## config.mk

```make
export PLATFORM = sky130hd
export DESIGN_NAME = thcr_regs
export DESIGN_NICKNAME = d
export VERILOG_FILES = /design/src/verilog/thcr_strobe.v /design/src/verilog/thcr_regs.v
export VERILOG_INCLUDE_DIRS = /design/src /design/src/verilog
export SDC_FILE = /design/constraint.sdc
export NUM_CORES = 1
export LEC_CHECK = 0
export BUFFER_PORTS_ARGS = -buffer_cell sky130_fd_sc_hd__clkbuf_2
export CAP_MARGIN = 20
export CORE_MARGIN = 1.5
export CORE_UTILIZATION = 45
export CTS_BUF_LIST = sky130_fd_sc_hd__clkbuf_8
export DETAILED_ROUTE_END_ITERATION = 6
export GPL_TIMING_DRIVEN = 1
export MAX_ROUTING_LAYER = met4
export PLACE_DENSITY = 0.75
export SETUP_SLACK_MARGIN = 0.3
export SLEW_MARGIN = 10
export SYNTH_ARGS = -nofsm -noshare
export SYNTH_HDL_FRONTEND = slang
export SYNTH_SLANG_ARGS = --single-unit
export TNS_END_PERCENT = 100
```

## constraint.sdc

```tcl
create_clock -name mclk_i -period 2.1 [get_ports mclk_i]
set_input_delay 0.105 -clock mclk_i [delete_from_list [all_inputs] [get_ports mclk_i]]
set_output_delay 0.105 -clock mclk_i [all_outputs]
set_load 0.01 [all_outputs]
```

## src/verilog/thcr_consts.vh

```
// constants for the terminal host control register bank
//
// Behaviour
// - interrupt mask: bit 15 reserved, bits 14..0 enable one source each
// - pending status at 18h, same source order, bit 15 master indication
// - config one bits 15,14: 00 controller, 10 terminal, 01 monitor
// - config one bit 13 selects current memory area A or B
// - controller bits 12..3 control options, effective only when enhanced
// - controller bits 2..0 read-only enabled/frame/message status
// - terminal alternate status, enhanced only: bits 12..1 give status bits
// - terminal bit 0 read-only message in progress, enhanced if no alt
// - monitor bits 12,11,10,9,7 controls; 2..0 read-only; enhanced only
// - config two bits 9..7 select time tag resolution
// - config two bits 6,5 clear or load time tag on synchronize
// - config two bit 4 auto clear, bit 3 level/pulse, bit 15 enhanced irq
// - config two option enables at bits 14,13,11,10,2,1,0
// - write at 0Ch gives command strobes on bits 0..6, 9..11
// - read at 0Ch returns the command stack pointer
`ifndef THCR_CONSTS_VH
`define THCR_CONSTS_VH
`define THCR_OFS_MASK 7'h00
`define THCR_OFS_CFG1 7'h04
`define THCR_OFS_CFG2 7'h08
`define THCR_OFS_STRB 7'h0C
`define THCR_OFS_ISTS 7'h18
`define THCR_RST_VAL 16'h0000
`define THCR_MASK_WMSK 16'h7FFF
`define THCR_CFG2_WMSK 16'hEFFF
`define THCR_STRB_WMSK 16'h0E7F
`define THCR_ROLE_BC 2'h0
`define THCR_ROLE_RT 2'h2
`define THCR_ROLE_MT 2'h1
`define THCR_B_ROLE_HI 15
`define THCR_B_ROLE_LO 14
`define THCR_B_AREA 13
`define THCR_B_MSTR 15
`define THCR_BC_OPT_WMSK 16'h1FF8
`define THCR_RT_WMSK 16'h1F80
`define THCR_RT_ENH_WMSK 16'h0080
`define THCR_RT_ALT_WMSK 16'h1FFE
`define THCR_MT_WMSK 16'h1E80
`define THCR_B_TTR_HI 9
`define THCR_B_TTR_LO 7
`define THCR_B_SYNC_CLR 6
`define THCR_B_SYNC_LD 5
`define THCR_B_AUTOCLR 4
`define THCR_B_PULSE 3
`define THCR_B_ENH_IRQ 15
`define THCR_B_PAR_EN 14
`define THCR_B_BUSY_LUT 13
`define THCR_B_OVWR 11
`define THCR_B_BND_DIS 10
`define THCR_B_CLR_SRQ 2
`define THCR_B_ENH_MM 1
`define THCR_B_SEP_BC 0
`define THCR_B_RO_EN 2
`define THCR_B_RO_FRM 1
`define THCR_B_RO_MSG 0
`define THCR_B_MODE_HI 12
`define THCR_MODE_WMSK 16'h1FFF
`define THCR_FE_PAR 6
`define THCR_FE_BUSY 5
`define THCR_FE_OVWR 4
`define THCR_FE_BND 3
`define THCR_FE_SRQ 2
`define THCR_FE_MM 1
`define THCR_FE_SEP 0
`endif

```

## src/verilog/thcr_strobe.v

```verilog
// one-cycle strobe generator for the command strobe word
`timescale 1ns/1ps
module thcr_strobe #(
  parameter WIDTH = 16
) (
  input wire mclk_i,
  input wire rst_i,
  input wire wr_i,
  input wire [WIDTH-1:0] data_i,
  input wire [WIDTH-1:0] keep_i,
  output reg [WIDTH-1:0] pulse_o
);
  // reserved lanes are masked, value never kept past one cycle
  always @(posedge mclk_i) begin
    if (rst_i) begin
      pulse_o <= {WIDTH{1'b0}};
    end else if (wr_i) begin
      pulse_o <= data_i & keep_i;
    end else begin
      pulse_o <= {WIDTH{1'b0}};
    end
  end
endmodule

```

## src/verilog/thcr_regs.v

```verilog
// host control and configuration register bank of the bus terminal
`timescale 1ns/1ps
`include "thcr_consts.vh"
module thcr_regs #(
  parameter AW = 7,
  parameter DW = 16
) (
  input wire mclk_i,
  input wire rst_i,
  input wire [AW-1:0] addr_i,
  input wire wr_i,
  input wire rd_i,
  input wire [DW-1:0] wdata_i,
  input wire enhanced_i,
  input wire alt_status_i,
  input wire bc_enabled_i,
  input wire bc_frame_busy_i,
  input wire msg_busy_i,
  input wire mt_enabled_i,
  input wire mt_triggered_i,
  input wire mt_active_i,
  input wire [DW-2:0] irq_pending_i,
  input wire irq_master_i,
  input wire [DW-1:0] cmd_stack_ptr_i,
  output reg [DW-1:0] rdata_o,
  output reg rvalid_o,
  output reg [DW-1:0] irq_mask_o,
  output reg [1:0] role_o,
  output reg area_b_o,
  output reg [12:0] mode_bits_o,
  output reg [2:0] time_tag_res_o,
  output reg sync_clear_tt_o,
  output reg sync_load_tt_o,
  output reg irq_auto_clear_o,
  output reg irq_pulse_mode_o,
  output reg enh_irq_o,
  output reg [6:0] feature_en_o,
  output wire [DW-1:0] strobe_o
);
  // ***************************************
  // register storage
  // ***************************************
  reg [DW-1:0] mask_q;
  reg [DW-1:0] cfg1_q;
  reg [DW-1:0] cfg2_q;
  // next-state and read views
  reg [DW-1:0] cfg1_d;
  reg [DW-1:0] rd_d;
  wire wr_mask;
  wire wr_cfg1;
  wire wr_cfg2;
  wire wr_strb;
  wire [1:0] new_role;

  // offset compare shared by every write decode
  function hit;
    input [AW-1:0] a;
    input [AW-1:0] ofs;
    begin
      hit = (a == ofs);
    end
  endfunction

  // one write enable per writable offset
  assign wr_mask = wr_i & hit(addr_i, `THCR_OFS_MASK);
  assign wr_cfg1 = wr_i & hit(addr_i, `THCR_OFS_CFG1);
  assign wr_cfg2 = wr_i & hit(addr_i, `THCR_OFS_CFG2);
  assign wr_strb = wr_i & hit(addr_i, `THCR_OFS_STRB);
  // role being written decides which lanes the write may set
  assign new_role = wdata_i[`THCR_B_ROLE_HI:`THCR_B_ROLE_LO];

  // ***************************************
  // configuration one write merge
  // ***************************************
  // writable field depends on role written; read-only status bits never stored
  always @* begin
    cfg1_d = cfg1_q;
    if (wr_cfg1) begin
      cfg1_d = `THCR_RST_VAL;
      cfg1_d[`THCR_B_ROLE_HI] = wdata_i[`THCR_B_ROLE_HI];
      cfg1_d[`THCR_B_ROLE_LO] = wdata_i[`THCR_B_ROLE_LO];
      cfg1_d[`THCR_B_AREA] = wdata_i[`THCR_B_AREA];
      case (new_role)
        `THCR_ROLE_BC: begin
          // controller options only, status lanes stay zero
          cfg1_d = cfg1_d | (wdata_i & `THCR_BC_OPT_WMSK);
        end
        `THCR_ROLE_RT: begin
          // alternate status lanes need enhanced operation
          if (enhanced_i && alt_status_i) begin
            cfg1_d = cfg1_d | (wdata_i & `THCR_RT_ALT_WMSK);
          end else begin
            cfg1_d = cfg1_d | (wdata_i & `THCR_RT_WMSK);
          end
        end
        `THCR_ROLE_MT: begin
          // monitor controls only, status lanes stay zero
          cfg1_d = cfg1_d | (wdata_i & `THCR_MT_WMSK);
        end
        default: begin
          cfg1_d = cfg1_d;
        end
      endcase
    end
  end

  // interrupt mask storage
  always @(posedge mclk_i) begin
    if (rst_i) begin
      mask_q <= `THCR_RST_VAL;
    end else if (wr_mask) begin
      mask_q <= wdata_i & `THCR_MASK_WMSK;
    end
  end

  // configuration one storage, merged above
  always @(posedge mclk_i) begin
    if (rst_i) begin
      cfg1_q <= `THCR_RST_VAL;
    end else begin
      cfg1_q <= cfg1_d;
    end
  end

  // configuration two storage
  always @(posedge mclk_i) begin
    if (rst_i) begin
      cfg2_q <= `THCR_RST_VAL;
    end else if (wr_cfg2) begin
      // bit 12 held at zero whatever the host sends
      cfg2_q <= wdata_i & `THCR_CFG2_WMSK;
    end
  end

  // ***************************************
  // read mux
  // ***************************************
  always @* begin
    rd_d = cfg1_q;
    case (cfg1_q[`THCR_B_ROLE_HI:`THCR_B_ROLE_LO])
      `THCR_ROLE_BC: begin
        // live controller status over the stored lanes
        rd_d[`THCR_B_RO_EN] = bc_enabled_i;
        rd_d[`THCR_B_RO_FRM] = bc_frame_busy_i;
        rd_d[`THCR_B_RO_MSG] = msg_busy_i;
      end
      `THCR_ROLE_RT: begin
        // message in progress bit reads as zero outside enhanced operation
        rd_d[`THCR_B_RO_MSG] = msg_busy_i & enhanced_i;
      end
      `THCR_ROLE_MT: begin
        // live monitor status over the stored lanes
        rd_d[`THCR_B_RO_EN] = mt_enabled_i;
        rd_d[`THCR_B_RO_FRM] = mt_triggered_i;
        rd_d[`THCR_B_RO_MSG] = mt_active_i;
      end
      default: begin
        rd_d = cfg1_q;
      end
    endcase
  end

  // read valid follows the read strobe by one cycle
  always @(posedge mclk_i) begin
    if (rst_i) begin
      rvalid_o <= 1'b0;
    end else begin
      rvalid_o <= rd_i;
    end
  end

  // read data holds until the next read
  always @(posedge mclk_i) begin
    if (rst_i) begin
      rdata_o <= `THCR_RST_VAL;
    end else if (rd_i) begin
      case (addr_i)
        `THCR_OFS_MASK: rdata_o <= mask_q;
        `THCR_OFS_CFG1: rdata_o <= rd_d;
        `THCR_OFS_CFG2: rdata_o <= cfg2_q;
        `THCR_OFS_STRB: rdata_o <= cmd_stack_ptr_i;
        `THCR_OFS_ISTS: begin
          rdata_o <= {irq_master_i, irq_pending_i};
        end
        // unmapped offsets read as zero
        default: rdata_o <= `THCR_RST_VAL;
      endcase
    end
  end

  // ***************************************
  // decoded control outputs
  // ***************************************
  // mode field as the protocol engines see it
  function [DW-1:0] eff_mode;
    input [DW-1:0] c;
    input enh;
    begin
      if (c[`THCR_B_ROLE_HI:`THCR_B_ROLE_LO] == `THCR_ROLE_RT) begin
        if (enh) begin
          eff_mode = c & `THCR_MODE_WMSK;
        end else begin
          // terminal flag needs enhanced operation
          eff_mode = c & `THCR_MODE_WMSK & ~`THCR_RT_ENH_WMSK;
        end
      end else if (enh) begin
        eff_mode = c & `THCR_MODE_WMSK;
      end else begin
        // controller and monitor options idle outside enhanced
        eff_mode = `THCR_RST_VAL;
      end
    end
  endfunction

  wire [DW-1:0] mode_d;
  assign mode_d = eff_mode(cfg1_q, enhanced_i);

  // interrupt mask mirror
  always @(posedge mclk_i) begin
    if (rst_i) begin
      irq_mask_o <= `THCR_RST_VAL;
    end else begin
      irq_mask_o <= mask_q;
    end
  end

  // role and working area
  always @(posedge mclk_i) begin
    if (rst_i) begin
      role_o <= `THCR_ROLE_BC;
      area_b_o <= 1'b0;
    end else begin
      role_o <= cfg1_q[`THCR_B_ROLE_HI:`THCR_B_ROLE_LO];
      area_b_o <= cfg1_q[`THCR_B_AREA];
    end
  end

  // effective mode bits
  always @(posedge mclk_i) begin
    if (rst_i) begin
      mode_bits_o <= 13'h0000;
    end else begin
      mode_bits_o <= mode_d[`THCR_B_MODE_HI:0];
    end
  end

  // time tag controls
  // sync actions apply at the next synchronize command
  always @(posedge mclk_i) begin
    if (rst_i) begin
      time_tag_res_o <= 3'h0;
      sync_clear_tt_o <= 1'b0;
      sync_load_tt_o <= 1'b0;
    end else begin
      time_tag_res_o <= cfg2_q[`THCR_B_TTR_HI:`THCR_B_TTR_LO];
      sync_clear_tt_o <= cfg2_q[`THCR_B_SYNC_CLR];
      sync_load_tt_o <= cfg2_q[`THCR_B_SYNC_LD];
    end
  end

  // interrupt signalling options
  always @(posedge mclk_i) begin
    if (rst_i) begin
      irq_auto_clear_o <= 1'b0;
      irq_pulse_mode_o <= 1'b0;
      enh_irq_o <= 1'b0;
    end else begin
      irq_auto_clear_o <= cfg2_q[`THCR_B_AUTOCLR];
      irq_pulse_mode_o <= cfg2_q[`THCR_B_PULSE];
      enh_irq_o <= cfg2_q[`THCR_B_ENH_IRQ];
    end
  end

  // memory and buffering feature enables
  always @(posedge mclk_i) begin
    if (rst_i) begin
      feature_en_o <= 7'h00;
    end else begin
      feature_en_o[`THCR_FE_PAR] <= cfg2_q[`THCR_B_PAR_EN];
      feature_en_o[`THCR_FE_BUSY] <= cfg2_q[`THCR_B_BUSY_LUT];
      feature_en_o[`THCR_FE_OVWR] <= cfg2_q[`THCR_B_OVWR];
      feature_en_o[`THCR_FE_BND] <= cfg2_q[`THCR_B_BND_DIS];
      feature_en_o[`THCR_FE_SRQ] <= cfg2_q[`THCR_B_CLR_SRQ];
      feature_en_o[`THCR_FE_MM] <= cfg2_q[`THCR_B_ENH_MM];
      feature_en_o[`THCR_FE_SEP] <= cfg2_q[`THCR_B_SEP_BC];
    end
  end

  // ***************************************
  // command strobes
  // ***************************************
  // reserved lanes dropped, each pulse lasts one cycle
  thcr_strobe #(
    .WIDTH(DW)
  ) u_strobe (
    .mclk_i(mclk_i),
    .rst_i(rst_i),
    .wr_i(wr_strb),
    .data_i(wdata_i),
    .keep_i(`THCR_STRB_WMSK),
    .pulse_o(strobe_o)
  );
endmodule

```

== Yosys cells after proc, flatten, opt, wreduce, memory -nomap -nowiden ==
Index checks and enable logic that the tools add are counted.
Storage, ports and cells
  output and inout port bits: 80
  input bits: 67
  logic and storage cells: 49
  register bits: 125
Cells by class
  reduce and logical (&&, ||, !) cells: 5
  mux-type cells: 8
  equality and inequality tests: 8
  bitwise operators: 10
Operators with widths (count)
  $pmux W16 S5: 1
  $or A16 B13 Y16: 4
  $pmux W16 S3: 1
  $mux W13: 2
  $mux W16: 1
  $eq A7 B4 Y1 const B: 2
  $mux W8: 1
  $eq A7 B3 Y1 const B: 1
  $eq A7 B5 Y1 const B: 1
  $logic_not A7 Y1: 1
  $and A1 B1 Y1: 5
  $eq A2 B1 Y1 const B: 2
  $eq A2 B2 Y1 const B: 2
  $logic_not A2 Y1: 2
  $pmux W2 S2: 1
  $pmux W1 S3: 1
  $reduce_or A2 Y1: 1
  $logic_and A1 B1 Y1: 1
  $not A1 Y1: 1

== Longest topological paths before layout ==
Gate-level depths: netlist (run 1).
  depth after elaboration: 4
  mapped depth: 7
  gate-level depth less buffers: 4

== Cells and area by module ==
From an unflattened synthesis (run 1), not the netlist that was laid out.
Unflattened totals
  cells, all modules: 438
  area, all modules: 4658.2 µm²
By module, submodules not included
  thcr_regs: area each 4147.7 µm², times used 1, seq. area each 2142.1 µm², cells an instance 404
  thcr_strobe: area each 510.5 µm², times used 1, seq. area each 320.3 µm², cells an instance 34

== Worst setup path before layout (run 1) ==
OpenSTA, ideal clock, no wires.
  path kind: input to register
  from: input addr_i[5]
  to: register cfg2_q[11]
  stages: 7
  slack: 0.281 ns
  setup time: 0.128 ns
  data required time: 1.972 ns
  buffers on the path: 3
  arrival: 1.692 ns
  cell sequence: or4_4 buf_6 or4_4 buf_6 buf_6 mux2i_1 nor2_1
On the way
  word-level cells in the longest chain between the ends: 2
Ends and longest elaborated chain
  start, declared: RTL line thcr_regs.v:10  | input wire [AW-1:0] addr_i,
  $eq A7 B4 Y1: RTL line thcr_regs.v:60  | hit = (a == ofs);
  $and A1 B1 Y1: RTL line thcr_regs.v:67  | assign wr_cfg2 = wr_i & hit(addr_i, `THCR_OFS_CFG2);
  end signal, assigned: RTL line thcr_regs.v:128  | cfg2_q <= `THCR_RST_VAL;
  end signal, assigned: RTL line thcr_regs.v:131  | cfg2_q <= wdata_i & `THCR_CFG2_WMSK;
  end, declared: RTL line thcr_regs.v:45  | reg [DW-1:0] cfg2_q;
Every way passes these cells.
A chain may end at the register's enable or synchronous reset.

== Final worst setup path (run 1) ==
  from: input addr_i[5]
  to: register cfg2_q[1]
Same word-level chain as after synthesis.

==> impl_metrics.ini, run 1 <==
[sta]
hold_viol = 0
maxSlewHeadroom = 0.536
fin_ws_ns = 0.557
fin_setup_tns_ns = 0
rsz0062_at_grt = false
worst_pin_slew_ns = 0.692
period_minus_slack_ns = 1.54
maxSlewViolCount = 0
clock_skew_ns = 0.0126
setup_viol = 0
finalCritPeriodShare = 0.735
fmax_ghz = 0.648

[layout]
layout-drive-gt1-share = 0.331
finalNetCount = 646
antenna_cells = 0
final_cell_mix = 137 x clkbuf_2, 117 x dfxtp_1, 44 x nor2_1, 32 x nor2b_1, 30 x mux2i_1
syn_to_final_growth_pct = 33.3
fin_cells = 721
final_common_cell = clkbuf_2
fill_cells = 791
fin_area_um2 = 5860

[setup_path]
arrival_ns = 1.91
worstPathMaxFanout = 16
path_class = in2reg
start_kind = input pin
required_ns = 2.46
endpoint_kind = flop

[global_route]
track_usage = 0.237
grt-ovfl-total = 0
grt_pass1_wl_um = 17800
antenna_found_initial = 0
grt_start_max_net_pins = 67
grt_pass1_vias = 3496

[drt]
via_per_inst = 5.07
vias = 3658
drt-initial-drc-count = 164
wl_per_cell_um = 16.2
drt_pass1_iterations = 4
wirelength_um = 11700
drtAntennaViolNets = 0
drc = 0

[placement]
place_congestion = 0.849
post-place-ws_ns = 0.144
io_buffers = 138
placedInstanceArea_um2 = 5180
dp_hpwl_um = 8300
dp.cells = 670

[yosys]
yosysWarnings = 0
syn-cell-area_um2 = 4390
synthMuxAreaShare = 0.127
synth_fa_ha_area_frac = 0
synth_compound_area_frac = 0.0982
synth_edf_count = 0
ys_seq_elements = 117
synth_top_family_by_area = simple AND/OR/NAND/NOR gates
syn_avg_cell_area_um2 = 10.4
ys.flop_type = dfxtp_1
synth-xor-area-share = 0
synth_cell_types = 40
synthCells = 423
synth_seq_area_share = 0.533
async_reset_ff_frac = 0
synth-simple-area-share = 0.191

[clocking]
insertion_delay_ns = 0.43
post-cts-setup-buffer-count = 0
cts_tree = yes
numCtsBuffers = 17
clockBufferDepth = 2
cts_root_buf = clkbuf_8
cts_resized = 0
htree_levels = 4
cts_sinks = 117
cts.clk_slew.worst_paths_ns = 0.08

[power_and_ir_drop]
power.density_nw_per_um2 = 861
ir_drop_v = 0.000519
leakagePower_nw = 2.67
fin_total_pwr_w = 0.00504

[run]
max_cap_viol_count = 0

[floorplan]
die_x_um = 102
initial_core_util = 0.469
io-pin-count = 147
placementRows = 35
core_area_um2 = 9370
die_h_um = 102
die_area_um2 = 10400

[status]
status = finished clean

[hold_path]
worst_hold_path_type = in2reg
-- stage by stage --
step,hold WS [ns],utilization
2_1_floorplan,0.226,-
3_3_place_gp,0.358,0.553
3_5_place_dp,0.367,0.553
4_1_cts,0.0160,0.625
5_1_grt,0.0382,0.625
6_report,0.0380,0.625
-- sequential cells by signal, summed over array words and instances (netlist names), 2 cells and up --
register and flops:
cfg1_q 15, rdata_o 16, mode_bits_o 12, role_o 2, feature_en_o 7, u_strobe.pulse_o 10, mask_q 15, irq_mask_o 15
time_tag_res_o 3, cfg2_q 15
-- worst paths after layout --
check | slack [ns] | start | to | depth (start not counted)
hold reg to reg | 0.45 | cfg1_q[7] | mode_bits_o[7] | 2
setup / recovery | 0.56 | addr_i[5] | cfg2_q[1] | 5
hold / removal | 0.04 | rst_i | role_o[0] | 2
setup reg to reg | 0.67 | cfg1_q[14] | rdata_o[2] | 4
-- cells by family after synthesis --
family                 after synthesis
flip-flops                         117
AND/OR/NAND/NOR                    159
AO/OA/AOI/OAI                       61
buffers and inverters               43
multiplexers                        42
other                                1
-- synthesized netlist by cell type, types with 4 or more instances --
master	count	area, um^2
a211oi_1	14	105
a21oi_1	15	75.1
a22oi_1	11	82.6
and2_1	21	131
buf_2	4	20.0
buf_4	8	60.1
clkbuf_1	20	75.1
dfxtp_1	117	2340
inv_1	5	18.8
mux2i_1	30	300
mux4_2	11	248
nand2_1	24	90.1
nand3_1	13	65.1
nand3b_1	5	37.5
nor2_1	44	165
nor2b_1	32	200
nor3_1	6	30.0
o22a_1	7	61.3
-- area by class of cell --
type | instances | area [um^2] | area share
sequential | 117 | 2340 | 0.400
timing repair buffer | 168 | 988 | 0.169
clock buffer | 17 | 234 | 0.0400
multi-input combinational | 270 | 1860 | 0.318
clock inverter | 15 | 251 | 0.0429
tap | 129 | 161 | 0.0276
inverter | 5 | 18.8 | 0.00321
-- routing by layer --
metal / track usage / vias to the layer above / part of all wire
li1: - / 1777 / -
met1: 0.290 / 1737 / 0.44
met2: 0.389 / 132 / 0.49
met3: 0.0486 / 12 / 0.060
met4: 0.0843 / 0 / 0.011
met5: - / - / 0
-- critical path, stage by stage --
cell,delay [ns]
clkbuf_2,0.11
or4_4,0.60
or4_4,0.67
nor2_4,0.24
o22a_1,0.17
-- repair_timing --
item	4_1_cts	5_1_grt
setup endpoints to repair	0	0
hold buffers	19	0
hold endpoints to repair	55	0
-- power breakdown --
part	total, W	switching [W]	internal [W]
Combinational	0.000301	0.000166	0.000135
Clock	0.00250	0.000955	0.00154
Sequential	0.00224	0.00000861	0.00223
No activity file was read; power rests on OpenSTA's default activity.
==> run 2, diff against run 1 <==
--- a/config.mk
+++ b/config.mk
@@ -14,7 +14,7 @@
 export DETAILED_ROUTE_END_ITERATION = 6
 export GPL_TIMING_DRIVEN = 1
 export MAX_ROUTING_LAYER = met4
-export PLACE_DENSITY = 0.75
+export PLACE_DENSITY = 0.77
 export SETUP_SLACK_MARGIN = 0.3
 export SLEW_MARGIN = 10
 export SYNTH_ARGS = -nofsm -noshare
==> constraint.sdc (replaced) <==
create_clock -name mclk_i -period 1.27 [get_ports mclk_i]
set_input_delay 0.0635 -clock mclk_i [delete_from_list [all_inputs] [get_ports mclk_i]]
set_output_delay 0.0635 -clock mclk_i [all_outputs]
set_load 0.01 [all_outputs]
==> run 2 against run 1 <==
The flow now finishes with violations (negative hold slack, negative setup slack); hold slack lost 0.039 ns; sequential power grew 66%; power grew 50%; count of clock-buffer cells in the layout grew 3; global-route usage grew 3.6 points; sequential share of layout area shrank 5.2 points; combinational power grew 140%; clock skew shrank 0.0017 ns; utilization grew 11 points.
==> impl_metrics.ini, run 2 (synthesis gave the netlist of run 1 again) <==
[setup_path]
path_class = in2reg
critical_path.startpoint = addr_i[5]
endpoint_kind = flop
arrival_ns = 1.76
timing.rr.start = cfg1_q[3]
reg2reg_slack_ns = 0
reg2reg_depth = 3
start_kind = input pin
worstPathMaxFanout = 6
required_ns = 1.58
reg2reg_to = rdata_o[3]

[hold_path]
min_path_cells = 3
min_to = rdata_o[7]
hp-start = irq_pending_i[7]
worst_hold_path_type = in2reg

[clocking]
cts_tree = yes
cts.clk_slew.worst_paths_ns = 0.07
cts_root_buf = clkbuf_8
numCtsBuffers = 17
cts_sinks = 117
insertion_delay_ns = 0.44
clockBufferDepth = 2
htree_levels = 4

[sta]
clock_skew_ns = 0.0109
hold_viol = 1
maxSlewViolCount = 0
finalCritPeriodShare = 1.14
setup_viol = 53
rsz0062_at_grt = true
hold_slack_ns = -0.000882
fin_ws_ns = -0.184
fin_setup_tns_ns = -3.51
maxSlewHeadroom = 0.659
period_minus_slack_ns = 1.45
worst_pin_slew_ns = 0.512
fmax_ghz = 0.688

[floorplan]
die_x_um = 102
placementRows = 35
initial_core_util = 0.469
die_h_um = 102
die_area_um2 = 10400
io-pin-count = 147
core_area_um2 = 9370

[placement]
post-place-ws_ns = -0.557
io_buffers = 138
dp_hpwl_um = 8630
dp.cells = 696
place_congestion = 0.867

[global_route]
grt_start_max_net_pins = 51
grt_pass1_vias = 4056
grt_pass1_wl_um = 20400
track_usage = 0.273
grt-ovfl-total = 0
antenna_found_initial = 0

[drt]
wirelength_um = 14600
drt_pass1_iterations = 5
wl_per_cell_um = 18.7
drt-initial-drc-count = 258
via_per_inst = 5.39
vias = 4212
drc = 0
drtAntennaViolNets = 0

[layout]
final_common_cell = clkbuf_2
syn_to_final_growth_pct = 57.5
utilization = 0.739
layout-drive-gt1-share = 0.548
regMostFlops = rdata_o
antenna_cells = 0
finalNetCount = 709
fin_cells = 781
final_cell_mix = 98 x clkbuf_2, 66 x dfxtp_1, 50 x dfxtp_2, 41 x nor2_1
fill_cells = 597
largest_reg_flops = 16

[status]
failed_checks = negative hold slack, negative setup slack
status = complete, but fails checks

[power_and_ir_drop]
leakagePower_nw = 3.10
power.density_nw_per_um2 = 1090
fin_total_pwr_w = 0.00756
ir_drop_v = 0.000732

[run]
max_cap_viol_count = 0
run 2: critical path: stages:
cell,delay [ns]
buf_6,0.09
or4_4,0.55
or4_4,0.59
buf_12,0.18
mux2i_2,0.21
nor2_1,0.06
run 2: timing repair:
action / CTS / global route
hold buffers: 33 / 0
setup endpoints to repair: 70 / 120
setup buffers: 13 / 6
cloned: 4 / 0
endpoints found under the hold margin: 68 / 0
gates resized for setup: 93 / 113
pin swaps: 38 / 18
run 2: how the worst max path moves through the flow:
stage | slack [ns] | cells past startpoint | to
4_1_cts | -0.14 | 6 | cfg2_q[6]
6_report | -0.18 | 6 | cfg2_q[6]
3_5_place_dp | -0.56 | 6 | cfg2_q[10]
2_1_floorplan | -0.51 | 7 | cfg2_q[11]
3_3_place_gp | -0.51 | 6 | cfg2_q[9]
5_1_grt | -0.18 | 6 | cfg2_q[6]
run 2: layer usage:
layer,track usage,wire [um],up-vias
met5,-,0,-
met4,0.132,487,0
met3,0.0650,1090,48
met2,0.442,7280,224
met1,0.320,5780,2039
li1,-,-,1901
run 2: per-stage QoR:
| step | area, um^2 | hold slack [ns] |
|---|---|---|
| 2_1_floorplan | 4540 | 0.184 |
| 3_3_place_gp | 5460 | 0.322 |
| 3_5_place_dp | 5460 | 0.319 |
| 4_1_cts | 6580 | 0.000227 |
| 5_1_grt | 6920 | -0.000640 |
| 6_report | 6920 | -0.000882 |
run 2: area by class of cell:
type,instances,area (um^2),area share
sequential,117,2410,0.348
multi-input combinational,270,2190,0.317
timing repair buffer,231,1780,0.257
clock buffer,20,275,0.0398
tap,129,161,0.0233
clock inverter,9,81.3,0.0117
inverter,5,21.3,0.00307
run 2: where the power goes:
| part | total [W] | switching (W) | internal (W) |
|---|---|---|---|
| Sequential | 0.00372 | 0.0000187 | 0.00370 |
| Combinational | 0.000711 | 0.000361 | 0.000350 |
| Clock | 0.00313 | 0.00148 | 0.00165 |
==> run 3, diff against run 2 <==
--- a/config.mk
+++ b/config.mk
@@ -6,15 +6,15 @@
 export SDC_FILE = /design/constraint.sdc
 export NUM_CORES = 1
 export LEC_CHECK = 0
-export BUFFER_PORTS_ARGS = -buffer_cell sky130_fd_sc_hd__clkbuf_2
 export CAP_MARGIN = 20
 export CORE_MARGIN = 1.5
 export CORE_UTILIZATION = 45
 export CTS_BUF_LIST = sky130_fd_sc_hd__clkbuf_8
 export DETAILED_ROUTE_END_ITERATION = 6
+export DONT_BUFFER_PORTS = 1
 export GPL_TIMING_DRIVEN = 1
 export MAX_ROUTING_LAYER = met4
-export PLACE_DENSITY = 0.77
+export PLACE_DENSITY = 0.64
 export SETUP_SLACK_MARGIN = 0.3
 export SLEW_MARGIN = 10
 export SYNTH_ARGS = -nofsm -noshare
==> run 3 against run 2 <==
The flow finishes with violations (negative hold slack); sequential power is essentially flat; largest cell class unchanged; via count shrank 24%; design area shrank 22%; register-to-register slack gained 0.03 ns; flip-flop and latch count is the same; clock power shrank 2%; sequential share of layout area grew 9.2 points; critical endpoint is now cfg2_q[13]; worst setup slack gained 0.20 ns; utilization shrank 16 points; highest routed layer unchanged; global-route usage shrank 4.9 points; count of clock-buffer cells in the layout shrank 3.
==> impl_metrics.ini, run 3 (synthesis gave the netlist of run 1 again) <==
[setup_path]
arrival_ns = 1.57
max_stage_delay_ns = 0.58
required_ns = 1.58
cp_num_buf_inv = 1
worstPathMaxFanout = 8
endpoint_kind = flop
crit_chain = or4_4 > or4_4 > buf_12 > mux2i_1 > nor2_1
cpMaxStageDelayCell = or4_4
start_kind = input pin
cp_top_family = simple AND/OR/NAND/NOR gates
path_common_cell = or4_4
path_class = in2reg

[floorplan]
placementRows = 35
die_x_um = 102
core_area_um2 = 9370
die_area_um2 = 10400
die_h_um = 102
io-pin-count = 147
initial_core_util = 0.469

[run]
max_cap_viol_count = 0

[clocking]
cts.clk_slew.worst_paths_ns = 0.08
cts_root_buf = clkbuf_8
htree_levels = 4
cts_sinks = 117
clockBufferDepth = 2
cts_tree = yes
insertion_delay_ns = 0.42
numCtsBuffers = 17

[power_and_ir_drop]
power.density_nw_per_um2 = 1300
leakagePower_nw = 2.11
switchingPower_w = 0.00182
ir_drop_v = 0.000715
switching_share = 0.259
pwr-share-seq = 0.528
clkPwrFrac = 0.434
pwr-share-comb = 0.038
internal-power_w = 0.00522

[layout]
regMostFlops = rdata_o
utilization = 0.576
syn_to_final_growth_pct = 22.8
antenna_cells = 0
layout-drive-gt1-share = 0.295
finalNetCount = 518
fin_cells = 593
final_common_cell = dfxtp_1
largest_reg_flops = 16
final_cell_mix = 96 x dfxtp_1, 41 x nor2_1, 32 x nor2b_1, 30 x mux2i_1, 24 x nand2_1

[global_route]
antenna_found_initial = 0
grt_pass1_vias = 3032
grt_pass1_wl_um = 16300
grt-ovfl-total = 0
grt_start_max_net_pins = 94
track_usage = 0.224

[hold_path]
worst_hold_path_type = in2reg

[drt]
drc = 0
via_per_inst = 5.39
drtAntennaViolNets = 0
drt_pass1_iterations = 4
wl_per_cell_um = 19.3
drt-initial-drc-count = 124
vias = 3196
wirelength_um = 11500

[placement]
dp.cells = 541
place_congestion = 0.888
dp_hpwl_um = 7550
io_buffers = 0

[sta]
setup_viol = 0
rsz0062_at_grt = true
maxSlewViolCount = 0
period_minus_slack_ns = 1.26
maxSlewHeadroom = 0.667
fin_setup_tns_ns = 0
finalCritPeriodShare = 0.990
worst_pin_slew_ns = 0.496
hold_viol = 106
hold_slack_ns = -0.298
clock_skew_ns = 0.0115
fmax_ghz = 0.795

[status]
status = complete, but fails checks
failed_checks = negative hold slack
-- run 3: cell types whose count changed in the layout (fill, tap and decap cells not counted), moves of 10 or more --
| cell | delta |
|---|---|
| and2_1 | +10 |
| and2_4 | -10 |
| buf_2 | -17 |
| buf_4 | -19 |
| buf_6 | -28 |
| clkbuf_2 | -98 |
| dfxtp_1 | +30 |
| dfxtp_2 | -31 |
| dlygate4sd3_1 | -20 |
-- run 3: final cells by class --
cell class,instances,area [um^2]
well taps,129,161
clock inverters,15,123
flip-flops and latches,117,2370
repair buffers,39,368
clock buffers,17,234
inverters,5,18.8
multi-input cells,271,2120
fillers,849,3980
-- run 3: timing repair --
item                                    CTS  global route
endpoints found under the setup margin   52            56
hold buffers                             12             1
buffers inserted                          2             2
gates resized for setup                  31            45
endpoints found under the hold margin   117           110
gates cloned                              1             2
pin swaps                                 6             3
-- run 3: metrics by stage --
stage | power, W | setup WS, ns | hold WS, ns | area [um^2]
finish | 0.00704 | 0.0129 | -0.298 | 5400
global route | 0.00729 | -0.0219 | -0.328 | 5400
CTS | 0.00709 | 0.0344 | -0.324 | 5210
detailed placement | 0.00398 | -0.395 | 0.144 | 4600
global placement | 0.00398 | -0.376 | 0.144 | 4600
floorplan | 0.00405 | -0.508 | 0.184 | 4540
-- run 3: power groups by stage --
| stage | clock network (W) | logic, W | registers [W] |
|---|---|---|---|
| after floorplan | 0 | 0.000242 | 0.00381 |
| after global placement | 0 | 0.000170 | 0.00381 |
| after detailed placement | 0 | 0.000171 | 0.00381 |
| after CTS | 0.00313 | 0.000235 | 0.00372 |
| after global routing | 0.00329 | 0.000283 | 0.00372 |
| final | 0.00306 | 0.000265 | 0.00372 |
-- run 3: worst paths after layout --
check	cells past startpoint	endpoint	startpoint	slack [ns]
max	5	cfg2_q[13]	addr_i[5]	0.01
min	1	rdata_o[0]	rst_i	-0.30
max reg2reg	4	rdata_o[1]	cfg1_q[14]	0.03
min reg2reg	2	cfg1_q[13]	cfg1_q[13]	0.46
-- run 3: routing by layer --
metal | vias up | global-route usage | part of all wire
met5 | - | - | 0
met4 | 0 | 0.0790 | 0.012
met3 | 12 | 0.0910 | 0.097
met2 | 123 | 0.337 | 0.47
met1 | 1537 | 0.271 | 0.42
li1 | 1524 | - | -
